<file path="config.mk">
export PLATFORM = sky130hd
export DESIGN_NAME = slr_core
export DESIGN_NICKNAME = d
export VERILOG_FILES = /design/src/hw/slr_pkg.sv /design/src/hw/slr_core.sv
export SDC_FILE = /design/constraint.sdc
export NUM_CORES = 2
export LEC_CHECK = 0
export BUFFER_PORTS_ARGS = -buffer_cell sky130_fd_sc_hd__buf_2
export CAP_MARGIN = 20
export CORE_ASPECT_RATIO = 0.9
export CORE_UTILIZATION = 59
export CTS_CLUSTER_DIAMETER = 40
export DETAILED_ROUTE_END_ITERATION = 16
export PLACE_DENSITY = 0.8
export SYNTH_ARGS = -nofsm -noshare
export SYNTH_HDL_FRONTEND = slang
export SYNTH_SLANG_ARGS = --single-unit
</file>
<file path="constraint.sdc">
create_clock -name ref_clk -period 37.5 [get_ports ref_clk]
set_input_delay 7.5 -clock ref_clk [delete_from_list [all_inputs] [get_ports ref_clk]]
set_output_delay 7.5 -clock ref_clk [all_outputs]
set_load 0.01 [all_outputs]
</file>
<file path="src/hw/slr_pkg.sv">
// Package: register map, field layout, reset values and timing for the setpoint block
package slr_pkg;
    // ****************************************
    // Register byte offsets
    // ****************************************
    localparam logic [7:0] OFS_CTRL = 8'h00;
    localparam logic [7:0] OFS_LOCAL = 8'h04;
    localparam logic [7:0] OFS_BOUNDS = 8'h08;
    localparam logic [7:0] OFS_RAMP = 8'h0C;
    localparam logic [7:0] OFS_HTHR = 8'h10;
    localparam logic [7:0] OFS_RANGE = 8'h14;
    localparam logic [7:0] OFS_RSCALE = 8'h18;
    localparam logic [7:0] OFS_STATUS = 8'h1C;
    localparam logic [7:0] OFS_TGTMON = 8'h20;
    localparam logic [7:0] OFS_HCUR = 8'h24;
    localparam logic [7:0] OFS_RMON = 8'h28;

    // ****************************************
    // CTRL field positions
    // ****************************************
    localparam int B_RUN = 0;
    localparam int B_MANUAL = 1;
    localparam int B_ONOFF = 2;
    localparam int B_AT_REQ = 3;
    localparam int B_RT_EN = 4;
    localparam int B_SRC_REM = 5;
    localparam int B_FOLLOW = 6;
    localparam int B_LATCH = 7;
    localparam int B_STD = 8;
    localparam int B_PULSED = 9;
    localparam int B_ALM_ASG = 10;
    localparam int B_RERR_ASG = 11;
    localparam int B_UNIT_MIN = 12;
    localparam int CTRL_W = 13;

    // ****************************************
    // Reset values
    // ****************************************
    localparam logic [12:0] CTRL_RST = 13'h0000;
    localparam logic signed [15:0] LO_RST = 16'sh0000;
    localparam logic signed [15:0] HI_RST = 16'sh03E8;
    localparam logic [15:0] RATE_RST = 16'h0000;
    localparam logic [9:0] THR_RST = 10'h000;

    // ****************************************
    // Encodings and limits (0.1 A, 0.1 %)
    // ****************************************
    localparam logic [9:0] THR_OFF = 10'h000;
    localparam logic [9:0] THR_FORCE_ON = 10'h1F4;
    localparam logic [9:0] CUR_OVF = 10'h226;
    localparam logic [15:0] OVF_CODE = 16'hFFFF;
    localparam logic signed [15:0] PCT_LO = -16'sh0064;
    localparam logic signed [15:0] PCT_HI = 16'sh044C;
    localparam logic signed [31:0] PCT_DIV = 32'sh000003E8;
    localparam logic [5:0] SEC_PER_MIN = 6'h3C;

    // ****************************************
    // Timing
    // ****************************************
    localparam int unsigned CLK_HZ = 10_000_000;
    localparam int unsigned RAMP_UNIT_S = 1;
    localparam int unsigned SEC_CYCLES = RAMP_UNIT_S * CLK_HZ;
    localparam int unsigned HEAT_ON_MS = 190;
    localparam int unsigned HEAT_ON_CYCLES = (HEAT_ON_MS * CLK_HZ + 999) / 1000;

    // ****************************************
    // Block state
    // ****************************************
    typedef struct packed {
        logic [12:0] ctrl;
        logic signed [15:0] local_tgt;
        logic signed [15:0] lo_b;
        logic signed [15:0] hi_b;
        logic [15:0] rate;
        logic [9:0] thr;
        logic signed [15:0] rs_lo;
        logic signed [15:0] rs_hi;
        logic signed [15:0] ramp_cur;
        logic [31:0] tick_cnt;
        logic [5:0] sec_cnt;
        logic [31:0] on_cnt;
        logic alarm;
        logic at_pend;
        logic at_run;
        logic signed [15:0] at_tgt;
        logic run_d;
        logic rem_d;
        logic init_pend;
        logic [31:0] prdata;
    } slr_state_t;
endpackage : slr_pkg

</file>
<file path="src/hw/slr_core.sv">
// Setpoint limiting, ramping, remote target selection and heater open alarm with APB registers
//
// Contract
// RULE_01: Output limiters off in on/off, manual, stop, error; rate limiter also off in autotune.
// RULE_02: When bounds are re-established, a target outside them is forced to the bound.
// RULE_03: Input type, unit or range change resets target bounds to the full range.
// RULE_04: Target changes ramp at rate per unit; a rate of zero disables ramping.
// RULE_05: At power-up and stop-to-run the ramp starts from the process value.
// RULE_06: Autotune requested during a ramp starts only after the ramp ends.
// RULE_07: In manual mode the intermediate target keeps advancing until the ramp ends.
// RULE_08: Ramp is suspended while stopped or while an error is present.
// RULE_09: Remote target used only while remote target enable is on.
// RULE_10: Remote input accepted over -10 to 110 %; outside clamps to scaled limit and blinks.
// RULE_11: Out-of-range remote raises the remote error output and selects the error drive level.
// RULE_12: Changing a target bound copies both bounds into the remote scaling limits.
// RULE_13: Target source picks remote or local; remote indicator lit while remote selected.
// RULE_14: Remote-to-local with follow loads local with the used target, else keeps old local.
// RULE_15: Local-to-remote switching ramps toward the new target when ramping is enabled.
// RULE_16: During autotune the remote input is ignored; tuning uses the target captured at start.
// RULE_17: Heater alarm allowed only with pulsed heat output on standard variant, and when assigned.
// RULE_18: Heater current below threshold raises the heater open alarm; control continues.
// RULE_19: With latch on the alarm holds until the threshold is 0.0 A or reset.
// RULE_20: Heater detection only after the control output has been on for 190 ms.
// RULE_21: Thresholds 0.1..49.9 A detect; 0.0 forces off, 50.0 forces on.
// RULE_22: Heater current of 55.0 A or more reads back as FFFF.
// RULE_23: Intermediate target steps by the rate once per unit and stops exactly at the target.
`timescale 1ns/1ps
module slr_core #(
    parameter int unsigned RAMP_SEC_CYCLES = slr_pkg::SEC_CYCLES,
    parameter int unsigned HEAT_ON_CNT = slr_pkg::HEAT_ON_CYCLES
) (
    input wire logic ref_clk,
    input wire logic rst,
    input wire logic psel,
    input wire logic penable,
    input wire logic pwrite,
    input wire logic [31:0] paddr,
    input wire logic [31:0] pwdata,
    output logic [31:0] prdata,
    output logic pready,
    output logic pslverr,
    input wire logic signed [15:0] process_value,
    input wire logic signed [15:0] remote_pct,
    input wire logic [9:0] heater_current,
    input wire logic heat_out_on,
    input wire logic error_in,
    input wire logic at_done,
    output logic signed [15:0] target_value,
    output logic limiter_en,
    output logic rate_limiter_en,
    output logic at_running,
    output logic remote_ind_on,
    output logic remote_ind_blink,
    output logic remote_err_out,
    output logic error_drive_sel,
    output logic heater_open_alarm
);
    slr_pkg::slr_state_t s_r;
    slr_pkg::slr_state_t s_nxt;

    // ****************************************
    // Decoded controls and derived values
    // ****************************************
    logic run, manual, onoff, use_remote, rem_err, ramping, unit_tick, sec_tick;
    logic wr, rd_setup, mapped;
    logic [7:0] ofs;
    logic signed [15:0] rem_val, sel_tgt, fin_tgt;
    logic signed [31:0] rem_prod;
    logic signed [16:0] gap;
    logic [15:0] hmon;
    logic alarm_allowed, on_long;

    assign run = s_r.ctrl[slr_pkg::B_RUN];
    assign manual = s_r.ctrl[slr_pkg::B_MANUAL];
    assign onoff = s_r.ctrl[slr_pkg::B_ONOFF];
    assign ofs = paddr[7:0];
    assign wr = psel & penable & pwrite;
    assign rd_setup = psel & ~penable & ~pwrite;

    // Decode is exact on the full address so aliases answer as errors
    always_comb begin
        case (ofs)
            slr_pkg::OFS_CTRL, slr_pkg::OFS_LOCAL, slr_pkg::OFS_BOUNDS, slr_pkg::OFS_RAMP,
            slr_pkg::OFS_HTHR, slr_pkg::OFS_RANGE, slr_pkg::OFS_RSCALE, slr_pkg::OFS_STATUS,
            slr_pkg::OFS_TGTMON, slr_pkg::OFS_HCUR, slr_pkg::OFS_RMON: mapped = (paddr[31:8] == 24'h000000);
            default: mapped = 1'b0;
        endcase
    end

    // Zero wait states; unmapped access completes with an error
    assign pready = 1'b1;
    assign pslverr = psel & penable & ~mapped;
    assign prdata = s_r.prdata;

    // Remote scaling; out-of-span input pins to the scaled limit
    assign rem_prod = 32'(remote_pct) * 32'(s_r.rs_hi - s_r.rs_lo);
    assign rem_err = (remote_pct < slr_pkg::PCT_LO) | (remote_pct > slr_pkg::PCT_HI);
    always_comb begin
        if (remote_pct < slr_pkg::PCT_LO) begin
            rem_val = s_r.rs_lo; // RULE_10
        end else if (remote_pct > slr_pkg::PCT_HI) begin
            rem_val = s_r.rs_hi; // RULE_10
        end else begin
            rem_val = s_r.rs_lo + 16'(rem_prod / slr_pkg::PCT_DIV);
        end
    end

    // Target source; autotune freezes the target it started on
    assign use_remote = s_r.ctrl[slr_pkg::B_RT_EN] & s_r.ctrl[slr_pkg::B_SRC_REM]; // RULE_09
    always_comb begin
        if (s_r.at_run) begin
            sel_tgt = s_r.at_tgt; // RULE_16
        end else if (use_remote) begin
            sel_tgt = rem_val; // RULE_13
        end else begin
            sel_tgt = s_r.local_tgt;
        end
        if (sel_tgt > s_r.hi_b) begin
            fin_tgt = s_r.hi_b;
        end else if (sel_tgt < s_r.lo_b) begin
            fin_tgt = s_r.lo_b;
        end else begin
            fin_tgt = sel_tgt;
        end
    end

    // Ramp time base: seconds, and minutes built from sixty of them
    assign sec_tick = (s_r.tick_cnt == 32'(RAMP_SEC_CYCLES - 1));
    assign unit_tick = sec_tick & (~s_r.ctrl[slr_pkg::B_UNIT_MIN] | (s_r.sec_cnt == slr_pkg::SEC_PER_MIN - 6'h01));
    assign ramping = (s_r.ramp_cur != fin_tgt);
    assign gap = 17'(fin_tgt) - 17'(s_r.ramp_cur);

    // Heater alarm qualification
    assign alarm_allowed = (~s_r.ctrl[slr_pkg::B_STD] | s_r.ctrl[slr_pkg::B_PULSED])
        & s_r.ctrl[slr_pkg::B_ALM_ASG]; // RULE_17
    assign on_long = (s_r.on_cnt >= 32'(HEAT_ON_CNT)); // RULE_20
    assign hmon = (heater_current >= slr_pkg::CUR_OVF) ? slr_pkg::OVF_CODE : 16'(heater_current); // RULE_22

    // ****************************************
    // Next-state logic
    // ****************************************
    always_comb begin
        s_nxt = s_r;
        s_nxt.run_d = run;
        s_nxt.rem_d = use_remote;
        s_nxt.init_pend = 1'b0;

        // Register writes; hardware updates below take priority over a racing write, except that a CTRL write wins over the autotune request clear
        if (wr & mapped) begin
            case (ofs)
                slr_pkg::OFS_CTRL: s_nxt.ctrl = pwdata[slr_pkg::CTRL_W-1:0];
                slr_pkg::OFS_LOCAL: s_nxt.local_tgt = pwdata[15:0];
                slr_pkg::OFS_BOUNDS: begin
                    s_nxt.lo_b = pwdata[15:0];
                    s_nxt.hi_b = pwdata[31:16];
                end
                slr_pkg::OFS_RAMP: s_nxt.rate = pwdata[15:0];
                slr_pkg::OFS_HTHR: s_nxt.thr = pwdata[9:0];
                slr_pkg::OFS_RANGE: begin
                    s_nxt.lo_b = pwdata[15:0]; // RULE_03
                    s_nxt.hi_b = pwdata[31:16]; // RULE_03
                end
                slr_pkg::OFS_RSCALE: begin
                    s_nxt.rs_lo = pwdata[15:0];
                    s_nxt.rs_hi = pwdata[31:16];
                end
                default: s_nxt.ctrl = s_r.ctrl;
            endcase
        end

        // Bound change: copy to remote scaling and pull the local target inside
        if (wr & mapped & ((ofs == slr_pkg::OFS_BOUNDS) | (ofs == slr_pkg::OFS_RANGE))) begin
            s_nxt.rs_lo = pwdata[15:0]; // RULE_12
            s_nxt.rs_hi = pwdata[31:16]; // RULE_12
            if (s_nxt.local_tgt > $signed(pwdata[31:16])) begin
                s_nxt.local_tgt = pwdata[31:16]; // RULE_02
            end else if (s_nxt.local_tgt < $signed(pwdata[15:0])) begin
                s_nxt.local_tgt = pwdata[15:0]; // RULE_02
            end
        end

        // Leaving remote: follow keeps the target in use, otherwise the old local stays
        if (s_r.rem_d & ~use_remote & s_r.ctrl[slr_pkg::B_FOLLOW]) begin
            s_nxt.local_tgt = s_r.ramp_cur; // RULE_14
        end

        // Autotune waits for the ramp, ends on done or when operation stops
        if (s_r.ctrl[slr_pkg::B_AT_REQ] & ~s_r.at_run & ~(wr & (ofs == slr_pkg::OFS_CTRL))) begin
            s_nxt.at_pend = 1'b1;
            s_nxt.ctrl[slr_pkg::B_AT_REQ] = 1'b0;
        end
        if (s_r.at_pend & ~ramping & run & ~error_in) begin
            s_nxt.at_pend = 1'b0; // RULE_06
            s_nxt.at_run = 1'b1; // RULE_06
            s_nxt.at_tgt = fin_tgt; // RULE_16
        end
        if (s_r.at_run & (at_done | ~run | error_in)) begin
            s_nxt.at_run = 1'b0;
        end

        // Ramp engine; runs in manual as well, only stop and error suspend it
        if (s_r.init_pend | (run & ~s_r.run_d)) begin
            s_nxt.ramp_cur = (s_r.rate == 16'h0000) ? fin_tgt : process_value; // RULE_05
            s_nxt.tick_cnt = 32'h00000000;
            s_nxt.sec_cnt = 6'h00;
        end else if (~run | error_in | (s_r.rate == 16'h0000)) begin
            s_nxt.ramp_cur = fin_tgt; // RULE_08
            s_nxt.tick_cnt = 32'h00000000;
            s_nxt.sec_cnt = 6'h00;
        end else if (ramping) begin
            // A source switch just changes fin_tgt, so it ramps too // RULE_15
            s_nxt.tick_cnt = sec_tick ? 32'h00000000 : s_r.tick_cnt + 32'h00000001; // RULE_07
            if (sec_tick) begin
                s_nxt.sec_cnt = unit_tick ? 6'h00 : s_r.sec_cnt + 6'h01;
            end
            if (unit_tick) begin
                if (gap > $signed({1'b0, s_r.rate})) begin
                    s_nxt.ramp_cur = 16'(17'(s_r.ramp_cur) + {1'b0, s_r.rate}); // RULE_23
                end else if (gap < -$signed({1'b0, s_r.rate})) begin
                    s_nxt.ramp_cur = 16'(17'(s_r.ramp_cur) - {1'b0, s_r.rate}); // RULE_23
                end else begin
                    s_nxt.ramp_cur = fin_tgt; // RULE_04
                end
            end
        end else begin
            s_nxt.tick_cnt = 32'h00000000;
            s_nxt.sec_cnt = 6'h00;
        end

        // On-time counter saturates so it cannot wrap during long on periods
        if (~heat_out_on) begin
            s_nxt.on_cnt = 32'h00000000;
        end else if (~on_long) begin
            s_nxt.on_cnt = s_r.on_cnt + 32'h00000001;
        end

        // Heater alarm; detection never touches the control path
        if (~alarm_allowed | (s_r.thr == slr_pkg::THR_OFF)) begin
            s_nxt.alarm = 1'b0; // RULE_21 RULE_19
        end else if (s_r.thr >= slr_pkg::THR_FORCE_ON) begin
            s_nxt.alarm = 1'b1; // RULE_21
        end else if (on_long & heat_out_on) begin
            if (heater_current < s_r.thr) begin
                s_nxt.alarm = 1'b1; // RULE_18
            end else if (~s_r.ctrl[slr_pkg::B_LATCH]) begin
                s_nxt.alarm = 1'b0; // RULE_19
            end
        end

        // Read data captured in the setup phase, stable through the access phase
        if (rd_setup) begin
            case (ofs)
                slr_pkg::OFS_CTRL: s_nxt.prdata = 32'(s_r.ctrl);
                slr_pkg::OFS_LOCAL: s_nxt.prdata = {16'h0000, s_r.local_tgt};
                slr_pkg::OFS_BOUNDS: s_nxt.prdata = {s_r.hi_b, s_r.lo_b};
                slr_pkg::OFS_RAMP: s_nxt.prdata = {16'h0000, s_r.rate};
                slr_pkg::OFS_HTHR: s_nxt.prdata = {22'h000000, s_r.thr};
                slr_pkg::OFS_RANGE: s_nxt.prdata = {s_r.hi_b, s_r.lo_b};
                slr_pkg::OFS_RSCALE: s_nxt.prdata = {s_r.rs_hi, s_r.rs_lo};
                slr_pkg::OFS_STATUS: s_nxt.prdata = {25'h0000000, use_remote, rate_limiter_en,
                    limiter_en, s_r.at_run, ramping, rem_err, s_r.alarm};
                slr_pkg::OFS_TGTMON: s_nxt.prdata = {fin_tgt, s_r.ramp_cur};
                slr_pkg::OFS_HCUR: s_nxt.prdata = {16'h0000, hmon};
                slr_pkg::OFS_RMON: s_nxt.prdata = {16'h0000, rem_val};
                default: s_nxt.prdata = 32'h00000000;
            endcase
            if (~mapped) begin
                s_nxt.prdata = 32'h00000000;
            end
        end
    end

    // ****************************************
    // State register
    // ****************************************
    always_ff @(posedge ref_clk) begin
        if (rst) begin
            s_r <= '0;
            s_r.ctrl <= slr_pkg::CTRL_RST;
            s_r.lo_b <= slr_pkg::LO_RST;
            s_r.hi_b <= slr_pkg::HI_RST;
            s_r.rs_lo <= slr_pkg::LO_RST;
            s_r.rs_hi <= slr_pkg::HI_RST;
            s_r.rate <= slr_pkg::RATE_RST;
            s_r.thr <= slr_pkg::THR_RST;
            s_r.init_pend <= 1'b1;
        end else begin
            s_r <= s_nxt;
        end
    end

    // ****************************************
    // Outputs
    // ****************************************
    assign target_value = s_r.ramp_cur;
    assign limiter_en = ~(onoff | manual | ~run | error_in); // RULE_01
    assign rate_limiter_en = limiter_en & ~s_r.at_run; // RULE_01
    assign at_running = s_r.at_run;
    assign remote_ind_on = use_remote; // RULE_13
    assign remote_ind_blink = use_remote & rem_err & ~s_r.at_run; // RULE_10
    assign remote_err_out = use_remote & rem_err & ~s_r.at_run & s_r.ctrl[slr_pkg::B_RERR_ASG]; // RULE_11
    assign error_drive_sel = use_remote & rem_err & ~s_r.at_run; // RULE_11
    assign heater_open_alarm = s_r.alarm;
endmodule : slr_core

</file>
==> out/metrics.yaml <==
insertion_delay_ns: 0.56
fin_crit_ns: 38.31
finClkSkew_ns: 0.0301
core_mm2: 0.0631
synthTopCellsByArea: "fa_1, dfxtp_1, ha_1"
end_kind: "flip-flop"
setup_viol: 16
via_count: 43616
crit_path_start_kind: "primary input"
slew_viol_final: 0
fmax_mhz: 26.1
synth-main-ff-cell: "dfxtp_1"
wl_per_cell_um: 22.7
layout-drive-gt1-share: 0.302
ios: 172
final_util: 0.801
final_antenna_net_count: 0
via_per_inst: 6.35
overflow: 0
crit_type: "in -> reg"
crit_path_start: "remote_pct[6]"
multi_input_comb_area_mm2: 0.0321
post-synth-top-count-cell: "nand2_1"
max_slew_margin: 0.239
holdWs_ns: 0.455
nets: 6643
fillCellCount: 4165
grt_pass1_vias: 41586
cp.arrival_ns: 38.79
cts.path.max_buffers: 3
max_stage_delay_ns: 0.60
worstMarginPinSlew_ns: 1.13
grt_pass1_wl_mm: 225
clkSinkCount: 259
endpoint: "target_value[15]"
syn_area_mm2: 0.0379
place_congestion: 1.04
r2r_slack_ns: 2.56
ys_seq_area_frac: 0.137
reg2reg_depth: 170
wl_mm: 156
synth_edf_count: 0
cp_common_cell: "buf_4"
synth_top_area_frac: 0.142
yosys_warnings: 0
hold_viol: 0
synth.net_count: 5667
rr_endpoint: "target_value[15]"
rsz0062_at_grt: "yes"
cp_slowest_cell: "fa_1"
cts_tree: "yes"
syn-instance-count: 5019
cp.required_ns: 37.98
cts_buffers: 35
first_iter_violations: 5445
htree_levels: 2
hold_depth: 2
synth_top_cells_by_count: "nand2_1, inv_1, nor2_1"
violations: "setup timing"
synth_top_area_cell: "fa_1"
hold_buffers: 0
root_buffer: "clkbuf_16"
grt.total_usage: 0.427
die_y_um: 242
dpl.hpwl_mm: 111
dp_slack_ns: -1.49
die_w_um: 269
cap_violations: 0
hold_path_class: "reg -> reg"
initial_core_util: 0.600
dieArea_mm2: 0.0653
fin_ws_ns: -0.807
period_share: 1.02
antenna_found_initial: 3
synth_area_per_cell_um2: 7.55
rows: 87
seq_area_mm2: 0.00518
ys_ff_latch: 259
grt_max_degree: 108
drc: 0
path_clk_slew_ns: 0.06
numPortBuffers: 170
dr.pass1.iters: 12
synthDistinctLibCells: 132
worstPathMaxFanout: 16
synthArstFlopShare: 0
status: "finished, violations left"
syn_to_final_growth_pct: 33.4
rr_startpoint: "s_r[157]"
[layout make-up]
cell class / instances / share of cell area
multi-input cells: 3972 / 0.635
diodes: 2 / 0.0000990
repair buffers: 1226 / 0.181
well taps: 845 / 0.0209
inverters: 501 / 0.0374
clock inverters: 22 / 0.00446
flip-flops and latches: 259 / 0.103
clock buffers: 40 / 0.0187
[registers in the layout, summed over array words and instances (netlist names)]
name / flops
prdata: 32
onoff: 1
heater_open_alarm: 1
at_running: 1
run: 1
manual: 1
s_r: 206
target_value: 16
[stage by stage]
stage	instances	setup TNS, ns	area (µm²)
after floorplan	5019	0	38200
after global placement	6667	-14.67	45700
after detailed placement	6667	-22.78	45700
after CTS	6793	0	48100
after global routing	6866	-27.57	50500
final	6867	-10.93	50600
[layer usage]
layer / global-route usage / wire length (µm)
met1: 0.543 / 57400
met2: 0.683 / 68900
met3: 0.0873 / 17400
met4: 0.223 / 12200
met5: 0 / 29
[timing repair]
action	CTS	global route
gates resized for setup	155	445
pin swaps	110	252
endpoints found under the setup margin	16	49
buffers inserted	64	73
gates cloned	0	3
[worst max-delay path, delay by kind of cell]
| kind | cells | cell delay [ns] |
|---|---|---|
| mux | 4 | 0.80 |
| compound gates | 68 | 12.41 |
| xor+xnor | 4 | 0.67 |
| buf+inv | 29 | 4.27 |
| simple gates | 37 | 8.62 |
| fa+ha+maj | 12 | 4.48 |
[how the worst min path moves through the flow]
| stage | to | slack, ns | startpoint |
|---|---|---|---|
| detailed placement | s_r[40] | 0.44 | s_r[40] |
| CTS | s_r[40] | 0.45 | s_r[40] |
| floorplan | s_r[75] | 0.43 | s_r[75] |
| global route | s_r[37] | 0.47 | s_r[37] |
| finish | s_r[40] | 0.46 | s_r[40] |
| global placement | prdata[0] | 0.43 | prdata[0] |
[cells in the final DEF, fill, tap and decap left out, types with 52 or more instances in the layout]
cell type and count:
buf_4 1004, nand4_1 62, inv_1 488, dfxtp_1 259, nand3_1 84, nor2_1 417
nor2b_1 61, buf_2 154, ha_1 249, nand2b_1 56, xor2_1 80, xnor2_1 143
buf_6 54, and2_1 156, nand2_1 591, a21oi_1 353, nor3_1 82, fa_1 257
a21o_1 68, a21oi_2 52, o21ai_0 124
[cell families after synthesis]
kind of cell	after synthesis	synth area share
flops	259	0.137
buf+inv	789	0.0850
other cells	1	0.0000989
xor+xnor	249	0.0593
compound gates	1271	0.231
mux	75	0.0213
simple gates	1828	0.234
fa+ha+maj	547	0.233
Power is not shown: default switching activity piles up to over one toggle a cycle in this logic, so the estimate is an artifact.
